## config.mk

```make
export PLATFORM = sky130hd
export DESIGN_NAME = pocl_top
export DESIGN_NICKNAME = d
export VERILOG_FILES = /design/src/design/pocl_pkg.sv /design/src/design/pocl_pin_bit.sv /design/src/design/pocl_apb_decode.sv /design/src/design/pocl_top.sv
export VERILOG_INCLUDE_DIRS = /design/src /design/src/design
export SDC_FILE = /design/constraint.sdc
export NUM_CORES = 1
export LEC_CHECK = 0
export BUFFER_PORTS_ARGS = -buffer_cell sky130_fd_sc_hd__buf_2
export CELL_PAD_IN_SITES_DETAIL_PLACEMENT = 0
export CELL_PAD_IN_SITES_GLOBAL_PLACEMENT = 1
export CORE_ASPECT_RATIO = 1.4
export CORE_MARGIN = 1
export CORE_UTILIZATION = 38
export CTS_BUF_LIST = sky130_fd_sc_hd__clkbuf_4 sky130_fd_sc_hd__clkbuf_8
export DETAILED_ROUTE_END_ITERATION = 7
export GPL_ROUTABILITY_DRIVEN = 0
export PLACE_DENSITY = 0.79
export SLEW_MARGIN = 25
export SYNTH_ARGS = -nofsm -noshare
export SYNTH_HDL_FRONTEND = slang
export SYNTH_SLANG_ARGS = --single-unit
```

## constraint.sdc

```tcl
create_clock -name pclk -period 3.8 [get_ports pclk]
set_input_delay 1.14 -clock pclk [delete_from_list [all_inputs] [get_ports pclk]]
set_output_delay 1.14 -clock pclk [all_outputs]
set_load 0.01 [all_outputs]
```

## src/design/pocl_consts.svh

```systemverilog
// Purpose: offsets, strides, reset values of the output-level block
// Assumes: apb byte addresses, one 32-bit word per register
// Notes: definitions only
`ifndef POCL_CONSTS_SVH
`define POCL_CONSTS_SVH
`define POCL_GROUP_STRIDE 12'h080
`define POCL_OFF_LEVEL 7'h10
`define POCL_OFF_CLEAR 7'h14
`define POCL_OFF_SET 7'h18
`define POCL_OFF_TOGGLE 7'h1C
`define POCL_OFF_DIR 7'h00
`define POCL_OFF_PULL_RESISTOR_ENABLE 7'h04
`define POCL_LEVEL_RESET 32'h00000000
`define POCL_DIR_RESET 32'h00000000
`define POCL_PULL_RESISTOR_ENABLE_RESET 32'h00000000
`endif

```

## src/design/pocl_pkg.sv

```systemverilog
// Purpose: shared types of the output-level block
// Assumes: 32 pins per group
// Notes: op codes of one register write
package pocl_pkg;
	typedef enum logic [2:0] {
		POCL_OP_NONE,
		POCL_OP_WRITE,
		POCL_OP_CLEAR,
		POCL_OP_SET,
		POCL_OP_TOGGLE
	} pocl_op_type;
	typedef struct packed {
		logic drive_en;
		logic drive_level;
		logic pull_en;
		logic pull_up;
	} pocl_pad_type;
endpackage

```

## src/design/pocl_pin_bit.sv

```systemverilog
// Purpose: one stored output-level bit and its pad control
// Assumes: op decoded for the whole group
// Notes: one instance per pin
`include "pocl_consts.svh"
module pocl_pin_bit (
	input wire logic pclk,
	input wire logic presetn,
	input wire pocl_pkg::pocl_op_type op,
	input wire logic wbit,
	input wire logic dir,
	input wire logic pull_resistor_enable,
	output logic level,
	output pocl_pkg::pocl_pad_type pad
);
	logic level_r;
	logic level_nxt;
	always_comb begin
		case (op)
			pocl_pkg::POCL_OP_WRITE: level_nxt = wbit;
			pocl_pkg::POCL_OP_CLEAR: level_nxt = wbit ? 1'b0 : level_r;
			pocl_pkg::POCL_OP_SET: level_nxt = wbit ? 1'b1 : level_r;
			pocl_pkg::POCL_OP_TOGGLE: level_nxt = level_r ^ wbit;
			default: level_nxt = level_r;
		endcase
	end
	always_ff @(posedge pclk or negedge presetn) begin
		if (!presetn) begin
			level_r <= 1'b0;
		end else begin
			level_r <= level_nxt;
		end
	end
	assign level = level_r;
	// pull only matters while the pin is an input
	assign pad.drive_en = dir;
	assign pad.drive_level = level_r;
	assign pad.pull_en = ~dir & pull_resistor_enable;
	assign pad.pull_up = ~dir & pull_resistor_enable & level_r;
endmodule // pocl_pin_bit

```

## src/design/pocl_apb_decode.sv

```systemverilog
// Purpose: apb address decode into group and register
// Assumes: stride of 0x80 bytes, group 0 at base
// Notes: purely combinational
`include "pocl_consts.svh"
module pocl_apb_decode #(
	parameter int GROUPS = 2
) (
	input wire logic [11:0] paddr,
	output logic [GROUPS-1:0] grp_hit,
	output logic [6:0] reg_off,
	output logic addr_ok
);
	wire [4:0] grp_idx = paddr[11:7];
	assign reg_off = paddr[6:0];
	genvar g;
	generate
		for (g = 0; g < GROUPS; g++) begin : gen_hit
			assign grp_hit[g] = (grp_idx == 5'(g));
		end
	endgenerate
	assign addr_ok = (int'(grp_idx) < GROUPS) && (paddr[1:0] == 2'h0);
endmodule // pocl_apb_decode

```

## src/design/pocl_top.sv

```systemverilog
// Purpose: clear/set/toggle output-level registers of a pin controller
// Assumes: apb slave, one clock pclk, async reset presetn
// Notes: direction and pull enable registers kept minimal for the pads
`include "pocl_consts.svh"
module pocl_top #(
	parameter int GROUPS = 2,
	parameter int PINS = 32
) (
	input wire logic pclk,
	input wire logic presetn,
	input wire logic psel,
	input wire logic penable,
	input wire logic pwrite,
	input wire logic [11:0] paddr,
	input wire logic [31:0] pwdata,
	output logic [31:0] prdata,
	output logic pready,
	output logic pslverr,
	output pocl_pkg::pocl_pad_type [GROUPS*PINS-1:0] pad
);
	////////////////////////////////////////////////////////////////////////
	logic [GROUPS-1:0] grp_hit;
	logic [6:0] reg_off;
	logic addr_ok;
	pocl_apb_decode #(.GROUPS(GROUPS)) u_dec (
		.paddr(paddr),
		.grp_hit(grp_hit),
		.reg_off(reg_off),
		.addr_ok(addr_ok)
	);
	wire access = psel & penable;
	wire is_level = (reg_off == `POCL_OFF_LEVEL);
	wire is_clear = (reg_off == `POCL_OFF_CLEAR);
	wire is_set = (reg_off == `POCL_OFF_SET);
	wire is_toggle = (reg_off == `POCL_OFF_TOGGLE);
	wire is_dir = (reg_off == `POCL_OFF_DIR);
	wire is_pull_resistor_enable = (reg_off == `POCL_OFF_PULL_RESISTOR_ENABLE);
	wire reg_ok = addr_ok & (is_level | is_clear | is_set | is_toggle | is_dir | is_pull_resistor_enable);
	wire wr_fire = access & pwrite & reg_ok;
	// single-cycle access: no wait states
	assign pready = 1'b1;
	assign pslverr = access & ~reg_ok;
	pocl_pkg::pocl_op_type op_sel;
	assign op_sel = !wr_fire ? pocl_pkg::POCL_OP_NONE :
		is_level ? pocl_pkg::POCL_OP_WRITE :
		is_clear ? pocl_pkg::POCL_OP_CLEAR :
		is_set ? pocl_pkg::POCL_OP_SET :
		is_toggle ? pocl_pkg::POCL_OP_TOGGLE : pocl_pkg::POCL_OP_NONE;
	////////////////////////////////////////////////////////////////////////
	logic [GROUPS-1:0][31:0] level_w;
	logic [GROUPS-1:0][31:0] dir_r;
	logic [GROUPS-1:0][31:0] pull_resistor_enable_r;
	logic [31:0] prdata_nxt;
	genvar g, p;
	generate
		for (g = 0; g < GROUPS; g++) begin : gen_grp
			wire pocl_pkg::pocl_op_type gop = grp_hit[g] ? op_sel : pocl_pkg::POCL_OP_NONE;
			// one register per group: a shared array would have several writers
			logic [31:0] gdir_r;
			logic [31:0] gpullen_r;
			always_ff @(posedge pclk or negedge presetn) begin
				if (!presetn) begin
					gdir_r <= `POCL_DIR_RESET;
					gpullen_r <= `POCL_PULL_RESISTOR_ENABLE_RESET;
				end else if (wr_fire && grp_hit[g]) begin
					if (is_dir) gdir_r <= pwdata;
					if (is_pull_resistor_enable) gpullen_r <= pwdata;
				end
			end
			assign dir_r[g] = gdir_r;
			assign pull_resistor_enable_r[g] = gpullen_r;
			for (p = 0; p < 32; p++) begin : gen_pin
				if (p < PINS) begin : gen_on
					// every bit sees the same write: many pins at once
					pocl_pin_bit u_bit (
						.pclk(pclk),
						.presetn(presetn),
						.op(gop),
						.wbit(pwdata[p]),
						.dir(dir_r[g][p]),
						.pull_resistor_enable(pull_resistor_enable_r[g][p]),
						.level(level_w[g][p]),
						.pad(pad[g*PINS+p])
					);
				end else begin : gen_off
					assign level_w[g][p] = 1'b0;
				end
			end
		end
	endgenerate
	////////////////////////////////////////////////////////////////////////
	// read mux: four registers show one shared value
	always_comb begin
		prdata_nxt = 32'h00000000;
		for (int i = 0; i < GROUPS; i++) begin
			if (grp_hit[i]) begin
				if (is_level | is_clear | is_set | is_toggle) prdata_nxt = level_w[i];
				else if (is_dir) prdata_nxt = dir_r[i];
				else if (is_pull_resistor_enable) prdata_nxt = pull_resistor_enable_r[i];
			end
		end
	end
	assign prdata = (access & ~pwrite & reg_ok) ? prdata_nxt : 32'h00000000;
	////////////////////////////////////////////////////////////////////////
	// checks
	AST_SET_HIGH: assert property (@(posedge pclk) disable iff (!presetn)
		wr_fire && grp_hit[0] && is_set && pwdata[0] |=> level_w[0][0])
		else $error("set did not raise level");
	AST_CLR_LOW: assert property (@(posedge pclk) disable iff (!presetn)
		wr_fire && grp_hit[0] && is_clear && pwdata[0] |=> !level_w[0][0])
		else $error("clear did not drop level");
	AST_TGL_INV: assert property (@(posedge pclk) disable iff (!presetn)
		wr_fire && grp_hit[0] && is_toggle && pwdata[0] |=> level_w[0][0] != $past(level_w[0][0]))
		else $error("toggle did not invert");
	AST_ZERO_KEEP: assert property (@(posedge pclk) disable iff (!presetn)
		wr_fire && grp_hit[0] && !is_level && !pwdata[0] |=> $stable(level_w[0][0]))
		else $error("zero bit changed level");
	AST_IDLE_KEEP: assert property (@(posedge pclk) disable iff (!presetn)
		!wr_fire |=> $stable(level_w))
		else $error("level moved without write");
	AST_READ_SHARED: assert property (@(posedge pclk) disable iff (!presetn)
		access && !pwrite && grp_hit[0] && is_set |-> prdata == level_w[0])
		else $error("set read not level");
	AST_DRIVE: assert property (@(posedge pclk) disable iff (!presetn)
		dir_r[0][0] |-> pad[0].drive_en && pad[0].drive_level == level_w[0][0])
		else $error("output drive wrong");
	AST_PULL: assert property (@(posedge pclk) disable iff (!presetn)
		!dir_r[0][0] && pull_resistor_enable_r[0][0] |-> pad[0].pull_en && pad[0].pull_up == level_w[0][0])
		else $error("pull direction wrong");
	AST_MULTI: assert property (@(posedge pclk) disable iff (!presetn)
		wr_fire && grp_hit[0] && is_set && pwdata == 32'hFFFFFFFF |=> &level_w[0][PINS-1:0])
		else $error("multi-pin set failed");
endmodule // pocl_top

```

==> reports/results.env <==
RESULT_OF_THE_RUN='finished with violations'
FAILED_CHECKS='negative setup slack'
SYN_AREA_UM2=12800
SYNTH.CELLS.MOST_FREQUENT='192 x sky130_fd_sc_hd__dfrtp_1, 135 x sky130_fd_sc_hd__buf_4, 130 x sky130_fd_sc_hd__a21oi_1'
TRITONCTS_CLOCK_TREE='done'
HOLD_PATH.STARTPOINT='gen_grp[0].gpullen_r[23]'
SETUP_REPAIR_AFTER_GLOBAL_ROUTING_MISSED_ITS_MARGIN='true'
FF_LATCH_AREA_UM2=4800
AREA.GROWTH.SYNTH_TO_FINAL_PCT=19.0
VIA_COUNT=11197
HOLDWS_NS=0.517
FINALNONFILLERCELLS=1977
CRIT_PATH_END_KIND='output port'
TOP_CELLS_BY_AREA_SYNTH='sky130_fd_sc_hd__dfrtp_1 38%, sky130_fd_sc_hd__buf_4 7.9%, sky130_fd_sc_hd__mux2_2 7.5%'
SYNTH_EDF_COUNT=0
SETUP.WORST_PATH.START_CLASS='input pin'
SETUP_VIOL=32
GRT.OVERFLOW.TOTAL=0
FLOORPLAN.INITIALDENSITY_PCT=38.5
LAYOUT_MIN_CYCLE_TIME_NS=4.04
REQUIRED_NS=2.66
YOSYS.AREA.TOP_TYPE='sky130_fd_sc_hd__dfrtp_1'
R2R-END='gen_grp[1].gen_pin[14].gen_on.u_bit.level'
GRT_FIRST_PASS_WIRELENGTH_UM=63900
SYNTH_SEQUENTIAL_AREA_RATIO_PCT=37.5
SLEW_VIOL_FINAL=0
FLOORPLAN.IO_PINS=339
DP.CELLS=1932
TOTAL_WIRE_LENGTH_UM=42900
MOST_NUMEROUS_CELL_IN_THE_YOSYS_NETLIST='sky130_fd_sc_hd__dfrtp_1'
POST-SYNTH-TOP-AREA-FRACTION_PCT=37.5
PLACEMENTROWS=79
ANT_NETS=0
GRT_START_MAX_NET_PINS=89
POSTSYNTHREGISTERBITS=192
NUMBER_OF_DRC_MARKERS_IN_ITERATION_0=701
DESIGN_POWER_TOTAL_mW=3.82
DEEPEST_CLOCK_PATH_BUFFER_COUNT=2
ROUTE.DETAILED.DRC=0
CRITICAL_PATH_CLASS='input pin to output port'
DRV.MAX_CAP_VIOLATION_COUNT=0
CRIT_SHARE_POST_ROUTE_PCT=106
CP.ARRIVAL_NS=2.90
CORE_UM2=33200
POSTSYNTHNETCOUNT=1366
TRITONCTS_NUM_SINKS=192
CLOCK_INSERTION_DELAY_WORST_SKEW_NS=0.47
N_FILL_CELL=3206
TIGHTEST_SLEW_NS=0.930
DIE-HEIGHT_UM=219
DOMINANT_SYNTHESIZED_FLOP_CELL='sky130_fd_sc_hd__dfrtp_1'
POST-ROUTE-CELL-AREA_UM2=15200
FINALHOLDVIOLATIONS=0
MAXIMUM_IR_DROP_ON_THE_VDD_RAIL_mV=0.207
FINAL_STAGE_NET_COUNT=1566
DIE_W_UM=157
FF2FF_PATH_DEPTH=3
FINAL_LAYOUT_SIZE_SUFFIX_GT1_SHARE_PCT=44.1
MULTI_INPUT_COMB_AREA_UM2=6730
ASYNC_FLOP_SHARE_PCT=100
MAX_FREQ_MHz=248
SYN-INSTANCE-COUNT=1317
CRIT-REG2REG-LAUNCH='gen_grp[1].gen_pin[14].gen_on.u_bit.level'
CLK_TRANSITION_REPORTED_PATHS_NS=0.10
WORST_SLACK_NS=-0.237
UTILIZATION_PCT=45.8
TOTAL_CTS_BUFFERS=17
POWER_LEAKAGE_nW=7.67
DP_HPWL_UM=30800
NUMBER_OF_ANTENNA_VIOLATIONS_AT_THE_FIRST_CHECK_IN_GLOBAL_ROUTING=2
REG2REG_SETUP_SLACK_NS=2.62
NUMBER_OF_HOLD_REPAIR_BUFFERS_ADDED_AT_THE_CTS_STAGE=0
PORT-BUFFER-COUNT=337
MIN-DELAY-PATH-CLASS='flop to flop'
YS_WARNINGS=0
YOSYSUNIQUECELLTYPES=64
H_TREE_LEVELS=4
CTS.ROOT.BUFFER_CELL='sky130_fd_sc_hd__clkbuf_8'
AVGROUTEDWIREPERCELL_UM=21.7
DIEAREA_UM2=34400
DR.PASS1.ITERS=7
HOLD_PATH_DEPTH=1
SKEW_NS=0
CELL_AREA_REPORTED_AFTER_DETAILED_PLACEMENT_UM2=14500
GRT_PASS1_VIAS=10651
VIA_PER_INST=5.66
HOLDPATHEND='gen_grp[0].gpullen_r[23]'
WORST-PATH-MAX-FANOUT=9
POWER.DENSITY_CELL_AREA_nW_PER_UM2=251
MAX-SLEW-MARGIN-REL_PCT=37.7
GRT.TOTAL_USAGE_PCT=24.6
POST_SYNTHESIS_AREA_PER_INSTANCE_UM2=9.72
[repair_timing]
action                                  in CTS  in global routing
buffers inserted                            10                  1
cloned                                       1                  0
gates resized for setup                     31                 12
endpoints found under the setup margin      32                 32
pin swaps                                    9                  6
[registers in the layout (all words and copies together), names as in the netlist]
name / flops
gen_grp.gen_pin.gen_on.u_bit.level: 64
gen_grp.gpullen_r: 64
gen_grp.gdir_r: 64
[per-layer routing]
layer  up-vias  global-route usage, %  wire [um]
li1       5042                      -          -
met1      5663                   31.2      17900
met2       433                   42.5      21800
met3        57                   3.81       2310
met4         2                   8.25        914
met5         -                      0         13
[through the flow]
step	setup slack (ns)	setup TNS (ns)
6_report	-0.237	-5.77
5_1_grt	-0.281	-7.55
4_1_cts	-0.227	-5.40
3_5_place_dp	-0.342	-8.44
3_3_place_gp	-0.363	-8.52
2_1_floorplan	-0.0621	-0.670
[worst max path at each step]
stage | startpoint | end | cells after the start
2_1_floorplan | paddr[5] | prdata[5] | 7
3_3_place_gp | paddr[8] | prdata[22] | 8
3_5_place_dp | paddr[8] | prdata[22] | 8
4_1_cts | paddr[11] | prdata[18] | 10
5_1_grt | paddr[5] | prdata[21] | 9
6_report | paddr[6] | prdata[16] | 10
[critical path, cell delays in order]
cell	delay [ns]
sky130_fd_sc_hd__buf_2	0.11
sky130_fd_sc_hd__buf_4	0.14
sky130_fd_sc_hd__nor4_4	0.25
sky130_fd_sc_hd__buf_4	0.19
sky130_fd_sc_hd__buf_6	0.11
sky130_fd_sc_hd__nand4b_1	0.21
sky130_fd_sc_hd__buf_6	0.23
sky130_fd_sc_hd__buf_12	0.15
sky130_fd_sc_hd__a211oi_2	0.19
sky130_fd_sc_hd__buf_2	0.16
[cell usage in the layout (no fill, tap or decap), types with 31 or more instances in the layout]
cell type                   count
sky130_fd_sc_hd__buf_2        331
sky130_fd_sc_hd__mux2_2        85
sky130_fd_sc_hd__mux2i_1       34
sky130_fd_sc_hd__mux2_1        44
sky130_fd_sc_hd__o211ai_1      31
sky130_fd_sc_hd__nor2_1        56
sky130_fd_sc_hd__and2_1        64
sky130_fd_sc_hd__a21oi_1      130
sky130_fd_sc_hd__buf_4         70
sky130_fd_sc_hd__nor2b_1       91
sky130_fd_sc_hd__o22ai_1       44
sky130_fd_sc_hd__o2bb2ai_1     48
sky130_fd_sc_hd__dfrtp_1      192
[power breakdown]
part	switching [mW]	internal (mW)
registers	0.00357	2.04
clock network	0.791	0.602
logic	0.255	0.127
total	1.05	2.77
[cell families after synthesis]
group	share of synthesized area [%]
XOR/XNOR	0.479
buffers and inverters	12.4
AND/OR/NAND/NOR	14.5
AO/OA/AOI/OAI	21.0
other	0.0293
flip-flops	37.5
multiplexers	14.0
[area by class of cell]
type / count / share of cell area [%]
flip-flops and latches: 192 / 31.6
clock buffers: 18 / 1.59
diodes: 2 / 0.0329
well taps: 445 / 3.66
repair buffers: 433 / 17.7
multi-input cells: 866 / 44.2
inverters: 7 / 0.173
clock inverters: 14 / 1.04
(Power assumes the default switching activity.)
